**src/common/ppp_pkg.sv**
```systemverilog
`default_nettype none
package ppp_pkg;
  // clock and handshake timing
  localparam int CLK_PERIOD_NS = 4;
  localparam int ACK_TIME_NS   = 1000;
  localparam int NIB_SETUP_NS  = 500;
  // least times round up to whole cycles
  localparam int ACK_CYC = (ACK_TIME_NS + CLK_PERIOD_NS - 1) / CLK_PERIOD_NS;
  localparam int NIB_CYC = (NIB_SETUP_NS + CLK_PERIOD_NS - 1) / CLK_PERIOD_NS;
  localparam int CNT_W   = 8;
  localparam logic [CNT_W-1:0] ACK_LAST = CNT_W'(ACK_CYC - 1);
  localparam logic [CNT_W-1:0] NIB_LAST = CNT_W'(NIB_CYC - 1);
  localparam logic [CNT_W-1:0] CNT_RST  = 8'h00;

  // synchronised host inputs, packed into one vector
  localparam int SYNC_W    = 11;
  localparam int STB_BIT   = 8;
  localparam int PRIME_BIT = 9;
  localparam int SELIN_BIT = 10;
  localparam logic [SYNC_W-1:0] SYNC_IDLE = 11'h700;

  // pin levels after reset
  localparam logic [7:0] DATA_RST = 8'h00;

  typedef enum logic [2:0] {
    ST_IDLE,
    ST_HOLD,
    ST_ACK,
    ST_NIB_LO,
    ST_ACK_LO,
    ST_NIB_HI,
    ST_ACK_HI
  } ppp_state_t;
endpackage
`default_nettype wire

```
**src/common/ppp_sync_if.sv**
```systemverilog
`default_nettype none
interface ppp_sync_if;
  logic [ppp_pkg::SYNC_W-1:0] raw;
  logic [ppp_pkg::SYNC_W-1:0] filt;
  modport sync (input raw, output filt);
  modport user (output raw, input filt);
endinterface
`default_nettype wire

```
**src/hw/ppp_port.sv**
```systemverilog
`default_nettype none
module ppp_port
(
  // clock and reset
  input  wire logic       clk,
  input  wire logic       srst,
  // host pins in
  input  wire logic       strobe_n_i,
  input  wire logic       prime_n_i,
  input  wire logic       selin_n_i,
  input  wire logic [7:0] data_i,
  // host pins out
  output logic [7:0]      data_o,
  output logic            data_oe,
  output logic            ack_n_o,
  output logic            busy_o,
  output logic            paper_end_o,
  output logic            select_o,
  output logic            fault_n_o,
  // printer configuration and status
  input  wire logic       prime_en_i,
  input  wire logic       nibble_mode_i,
  input  wire logic       online_i,
  input  wire logic       paper_out_i,
  input  wire logic       alarm_i,
  // received bytes toward the printer core
  output logic            rx_valid_o,
  output logic [7:0]      rx_data_o,
  input  wire logic       rx_ready_i,
  // bytes returned to the host in nibble mode
  input  wire logic       tx_valid_i,
  input  wire logic [7:0] tx_data_i,
  output logic            tx_ready_o,
  // reverse drive of the data lines
  input  wire logic       rev_en_i,
  input  wire logic [7:0] rev_data_i
);
  ppp_sync_if sif ();

  ppp_sync u_sync
  (
    .clk  (clk),
    .srst (srst),
    .sif  (sif)
  );

  assign sif.raw = {selin_n_i, prime_n_i, strobe_n_i, data_i};

  ppp_pkg::ppp_state_t          state_r;
  ppp_pkg::ppp_state_t          state_nxt;
  logic [ppp_pkg::CNT_W-1:0]    cnt_r;
  logic                         stb_prev_r;
  logic [7:0]                   rx_data_r;
  logic [7:0]                   tx_r;
  logic [7:0]                   data_r;
  logic                         data_oe_r;
  logic                         ack_n_r;
  logic                         busy_r;
  logic                         pend_r;
  logic                         sel_r;
  logic                         fault_n_r;
  logic [3:0]                   stat_nxt;
  logic                         ack_n_nxt;

  // settled host inputs
  wire       stb_f     = sif.filt[ppp_pkg::STB_BIT];
  wire       prime_f   = sif.filt[ppp_pkg::PRIME_BIT];
  wire       selin_f   = sif.filt[ppp_pkg::SELIN_BIT];
  wire [7:0] data_f    = sif.filt[7:0];
  wire       stb_fall  = stb_prev_r & ~stb_f;
  wire       input_en  = ~selin_f;
  wire       prime_hit = prime_en_i & ~prime_f;
  wire       is_idle   = (state_r == ppp_pkg::ST_IDLE);
  wire       take_byte = is_idle & ~nibble_mode_i & input_en & online_i
                         & stb_fall;
  wire       start_nib = is_idle & nibble_mode_i & tx_valid_i;
  wire       ack_done  = (cnt_r == ppp_pkg::ACK_LAST);
  wire       nib_done  = (cnt_r == ppp_pkg::NIB_LAST);
  wire       nib_lo    = (state_r == ppp_pkg::ST_NIB_LO)
                         | (state_r == ppp_pkg::ST_ACK_LO);
  wire       nib_hi    = (state_r == ppp_pkg::ST_NIB_HI)
                         | (state_r == ppp_pkg::ST_ACK_HI);

  always_comb
  begin
    state_nxt = state_r;
    case (state_r)
      ppp_pkg::ST_IDLE:
      begin
        if (take_byte)
          state_nxt = ppp_pkg::ST_HOLD;
        else if (start_nib)
          state_nxt = ppp_pkg::ST_NIB_LO;
      end
      ppp_pkg::ST_HOLD:
        if (rx_ready_i)
          state_nxt = ppp_pkg::ST_ACK;
      ppp_pkg::ST_ACK:
        if (ack_done)
          state_nxt = ppp_pkg::ST_IDLE;
      ppp_pkg::ST_NIB_LO:
        if (nib_done)
          state_nxt = ppp_pkg::ST_ACK_LO;
      ppp_pkg::ST_ACK_LO:
        if (ack_done)
          state_nxt = ppp_pkg::ST_NIB_HI;
      ppp_pkg::ST_NIB_HI:
        if (nib_done)
          state_nxt = ppp_pkg::ST_ACK_HI;
      ppp_pkg::ST_ACK_HI:
        if (ack_done)
          state_nxt = ppp_pkg::ST_IDLE;
      default:
        state_nxt = ppp_pkg::ST_IDLE;
    endcase
  end

  // acknowledge low for the whole ack state
  assign ack_n_nxt = ~((state_nxt == ppp_pkg::ST_ACK)
                     | (state_nxt == ppp_pkg::ST_ACK_LO)
                     | (state_nxt == ppp_pkg::ST_ACK_HI));

  // status lines carry {busy, paper end, select, fault} nibbles
  always_comb
  begin
    case (state_nxt)
      ppp_pkg::ST_NIB_LO,
      ppp_pkg::ST_ACK_LO:
        stat_nxt = (state_r == ppp_pkg::ST_IDLE) ? tx_data_i[3:0]
                                                  : tx_r[3:0];
      ppp_pkg::ST_NIB_HI,
      ppp_pkg::ST_ACK_HI:
        stat_nxt = tx_r[7:4];
      // busy from strobe until acknowledge has ended
      ppp_pkg::ST_HOLD,
      ppp_pkg::ST_ACK:
        stat_nxt = {1'b1, paper_out_i, online_i, ~(alarm_i | paper_out_i)};
      default:
        stat_nxt = {~online_i | nibble_mode_i | ~input_en,
                    paper_out_i, online_i, ~(alarm_i | paper_out_i)};
    endcase
  end

  // prime restarts the interface only while enabled
  always_ff @(posedge clk)
  begin
    if (srst | prime_hit)
    begin
      state_r   <= ppp_pkg::ST_IDLE;
      cnt_r     <= ppp_pkg::CNT_RST;
      ack_n_r   <= 1'b1;
      busy_r    <= 1'b1;
      pend_r    <= 1'b0;
      sel_r     <= 1'b0;
      fault_n_r <= 1'b1;
    end
    else
    begin
      state_r   <= state_nxt;
      cnt_r     <= (state_nxt != state_r) ? ppp_pkg::CNT_RST
                                          : cnt_r + 8'h01;
      ack_n_r   <= ack_n_nxt;
      busy_r    <= stat_nxt[3];
      pend_r    <= stat_nxt[2];
      sel_r     <= stat_nxt[1];
      fault_n_r <= stat_nxt[0];
    end
  end

  // byte captured on the settled strobe edge
  always_ff @(posedge clk)
  begin
    if (srst)
    begin
      stb_prev_r <= 1'b1;
      rx_data_r  <= ppp_pkg::DATA_RST;
      tx_r       <= ppp_pkg::DATA_RST;
    end
    else
    begin
      stb_prev_r <= stb_f;
      if (take_byte)
        rx_data_r <= data_f;
      if (start_nib)
        tx_r <= tx_data_i;
    end
  end

  // data lines driven back only in nibble-side operation
  always_ff @(posedge clk)
  begin
    if (srst)
    begin
      data_oe_r <= 1'b0;
      data_r    <= ppp_pkg::DATA_RST;
    end
    else
    begin
      data_oe_r <= rev_en_i & nibble_mode_i;
      data_r    <= rev_data_i;
    end
  end

  assign data_o      = data_r;
  assign data_oe     = data_oe_r;
  assign ack_n_o     = ack_n_r;
  assign busy_o      = busy_r;
  assign paper_end_o = pend_r;
  assign select_o    = sel_r;
  assign fault_n_o   = fault_n_r;
  assign rx_valid_o  = (state_r == ppp_pkg::ST_HOLD);
  assign rx_data_o   = rx_data_r;
  assign tx_ready_o  = (state_r == ppp_pkg::ST_ACK_HI) & ack_done;

  // checks; helper counter measures acknowledge width
  logic [ppp_pkg::CNT_W-1:0] ack_len_r;
  always_ff @(posedge clk)
  begin
    if (srst | ack_n_r)
      ack_len_r <= ppp_pkg::CNT_RST;
    else
      ack_len_r <= ack_len_r + 8'h01;
  end
endmodule
`default_nettype wire

```
**src/hw/ppp_sync.sv**
```systemverilog
`default_nettype none
module ppp_sync
(
  // clock and reset
  input  wire logic clk,
  input  wire logic srst,
  // raw pins in, settled levels out
  ppp_sync_if.sync  sif
);
  genvar i;
  generate
    for (i = 0; i < ppp_pkg::SYNC_W; i++)
    begin : g_bit
      logic s1_r;
      logic s2_r;
      logic s3_r;
      logic filt_r;
      // a change only counts once the second and third stages agree
      always_ff @(posedge clk)
      begin
        if (srst)
        begin
          s1_r   <= ppp_pkg::SYNC_IDLE[i];
          s2_r   <= ppp_pkg::SYNC_IDLE[i];
          s3_r   <= ppp_pkg::SYNC_IDLE[i];
          filt_r <= ppp_pkg::SYNC_IDLE[i];
        end
        else
        begin
          s1_r <= sif.raw[i];
          s2_r <= s1_r;
          s3_r <= s2_r;
          if (s2_r == s3_r)
            filt_r <= s3_r;
        end
      end
      assign sif.filt[i] = filt_r;
    end
  endgenerate
endmodule
`default_nettype wire

```
**config.mk**
```make
export PLATFORM = sky130hd
export DESIGN_NAME = ppp_port
export DESIGN_NICKNAME = d
export VERILOG_FILES = /design/src/common/ppp_pkg.sv /design/src/common/ppp_sync_if.sv /design/src/hw/ppp_port.sv /design/src/hw/ppp_sync.sv
export SDC_FILE = /design/constraint.sdc
export NUM_CORES = 1
export LEC_CHECK = 0
export ABC_AREA = 0
export BUFFER_PORTS_ARGS = -buffer_cell sky130_fd_sc_hd__buf_2
export CORE_AREA = 2 2 60 118
export DETAILED_ROUTE_END_ITERATION = 7
export DIE_AREA = 0 0 62 120
export GPL_ROUTABILITY_DRIVEN = 0
export GPL_TIMING_DRIVEN = 0
export PLACE_DENSITY_LB_ADDON = 0.15
export SETUP_SLACK_MARGIN = 0.4
export SYNTH_ARGS = -nofsm -noshare
export SYNTH_HDL_FRONTEND = slang
export SYNTH_SLANG_ARGS = --single-unit
```
**constraint.sdc**
```tcl
create_clock -name clk -period 7 [get_ports clk]
set_clock_uncertainty 0.2 [all_clocks]
set_input_delay 1.75 -clock clk [delete_from_list [all_inputs] [get_ports clk]]
set_output_delay 1.75 -clock clk [all_outputs]
set_load 0.01 [all_outputs]
```
==> flow_summary.toml <==
[run_status]
status = "finished clean"

[floorplan]
die_h_um = 120
start_util_pct = 48.2
die-width_um = 62
core-area_mm2 = 0.00657
pin_count = 61
die_area_mm2 = 0.00744
num_rows = 42

[grt]
grt_max_degree = 14
grt_first_pass_wirelength_mm = 10.2
gr-total-overflow = 0
gr-usage-all-layers_pct = 19.0
antenna_found_initial = 0
grt_pass1_vias = 2298

[yosys]
yosysWarnings = 0
synth_area_leader_cell = "dfxtp_1"
ys_ff_latch = 86
synthTopCellsByCount = "dfxtp_1, nor2_1, nor2b_1"
syn_nets = 353
netlist_area_mm2 = 0.00317
avgSynthCellArea_um2 = 10.1
synth_most_common_cell = "dfxtp_1"
synth_async_sr_flop_share_pct = 0
syn_inst = 313
synth.distinct_cells = 55
synth_top_area_share_pct = 54.3
synth_edf_count = 0
synth.area.top_cells = "dfxtp_1, nor2b_1, mux2i_1"
ys_seq_area_share_pct = 54.3
ys.flop_type = "dfxtp_1"

[pwr]
leakage_nw = 1.64
p_per_area_mw_per_mm2 = 280
peakVddDrop_v = 0.000187

[timing]
timing.setup.tns_ns = 0
slew_viol_final = 0
rsz0062_at_grt = "false"
tightest_slew_ns = 1.06
fin_ws_ns = 3.39
setup_viol = 0
hold_slack_ns = 0.201
period_share_pct = 51.6
slew-limit-headroom_pct = 28.5
finalHoldViolations = 0
max_freq_ghz = 0.277
layout_min_cycle_time_ns = 3.61

[critical_path]
cp.arrival_ns = 1.66
crit_path_start = "cnt_r[1]"
reg2reg_to = "busy_o"
cp-start-kind = "register"
cp-end-kind = "output pin"
reg2reg_depth = 6
reg2reg_slack_ns = 4.20
crit_type = "reg2out"
cp_max_fo = 3
required_ns = 5.05
worstReg2RegStart = "state_r[0]"

[worst_hold_path]
min_delay_path_depth = 1
whs_endpoint = "u_sync.g_bit[8].s2_r"
hold_start = "u_sync.g_bit[8].s1_r"
hp-class = "reg2reg"

[cts]
ctsRootBufferMaster = "clkbuf_16"
numCtsBuffers = 9
clk_pin_slew_ns = 0.06
postCtsHoldBufs = 0
htree_levels = 3
post_cts_buffers = 0
clock_latency_ns = 0.33
ctsResizeCount = 0
cts_tree = "built"
clock_sinks = 86
clockBufferDepth = 2

[detailed_routing]
wl_mm = 6.30
first_iter_violations = 115
ant_nets = 0
post_drt_wl_per_cell_um = 13.3
drt-vias-per-instance = 5.05
drtPass1Iterations = 4
vias = 2401
drc = 0

[flow_run]
maxCapViolCount = 0

[place]
pre_cts_ws_ns = 3.06
portBuffers = 59
hpwl_mm = 4.80

[final_layout]
final_nets = 423
synthToLayoutAreaGrowth_pct = 22.0
antenna_cells = 0
drive_gt1_share_pct = 26.6
stage by stage:
stage	total power (W)	area [µm²]	instances	utilization, %
5_1_grt	0.00113	3870	475	58.9
4_1_cts	0.00110	3870	475	58.9
3_5_place_dp	0.000634	3570	460	54.4
6_report	0.00108	3870	475	58.9
3_3_place_gp	0.000631	3570	460	54.4
2_1_floorplan	0.000599	3170	313	-
flip-flops by register name (all words and copies together), names as in the netlist, 3 cells and up:
register,cells
tx_r,8
u_sync.g_bit.filt_r,11
cnt_r,8
rx_data_o,8
u_sync.g_bit.s1_r,11
u_sync.g_bit.s2_r,11
u_sync.g_bit.s3_r,11
state_r,3
data_o,8
worst max path at each step:
stage / end / cells past startpoint / slack (ns)
finish: tx_ready_o / 6 / 3.39
global route: cnt_r[5] / 7 / 3.29
CTS: tx_ready_o / 6 / 3.38
detailed placement: cnt_r[3] / 7 / 3.06
global placement: cnt_r[4] / 7 / 3.11
floorplan: busy_o / 6 / 3.45
power by group:
part / switching [W] / internal (W) / leakage, nW
Sequential: 0.00000814 / 0.000509 / 0.704
Clock: 0.000176 / 0.000284 / 0.135
Combinational: 0.0000548 / 0.0000500 / 0.804
cell families (layout without fill, tap and decap cells):
group / Yosys count / count (layout) / share of synthesized area, %
fa+ha+maj: 3 / 3 / 1.18
compound gates: 54 / 54 / 11.7
buf+inv: 19 / 93 / 3.24
simple gates: 125 / 125 / 21.5
flops: 86 / 86 / 54.3
xor+xnor: 6 / 6 / 1.66
mux: 20 / 20 / 6.40
layout by cell type, fill, tap and decap left out, types with 4 or more instances in the layout:
| cell type | count |
|---|---|
| xnor2_1 | 4 |
| mux2i_1 | 18 |
| nand2_1 | 14 |
| inv_1 | 7 |
| clkbuf_1 | 9 |
| a21oi_1 | 16 |
| or2_2 | 10 |
| buf_2 | 60 |
| nor2b_1 | 32 |
| nor3_1 | 4 |
| o21ai_0 | 15 |
| dfxtp_1 | 86 |
| nor2_1 | 38 |
| clkbuf_16 | 9 |
| nand3_1 | 4 |
| buf_6 | 4 |
metal layers:
metal	up-vias	routed length (µm)	GRT usage, %	share of wire [%]
met3	18	294	6.57	4.7
met5	-	0	0	0
met1	1107	2230	18.3	35
met4	0	223	9.31	3.5
li1	1208	-	-	-
met2	68	3550	33.3	56
critical path, stage by stage, from the launching register on:
cell and delay [ns]:
dfxtp_1 0.35, inv_1 0.06, ha_1 0.19, and3b_2 0.21
and2_1 0.19, and4_1 0.20, buf_2 0.13
final cells by class:
cell class                      instances  area, µm²
Clock inverter                          3       45.0
Multi-Input combinational cell        208       1350
Clock buffer                           12        246
Sequential cell                        86       1720
Tap cell                               88        110
Buffer                                 12       76.3
Fill cell                             621       2700
Timing Repair Buffer                   59        295
Inverter                                7       26.3
No activity file was read; power rests on OpenSTA's default activity.
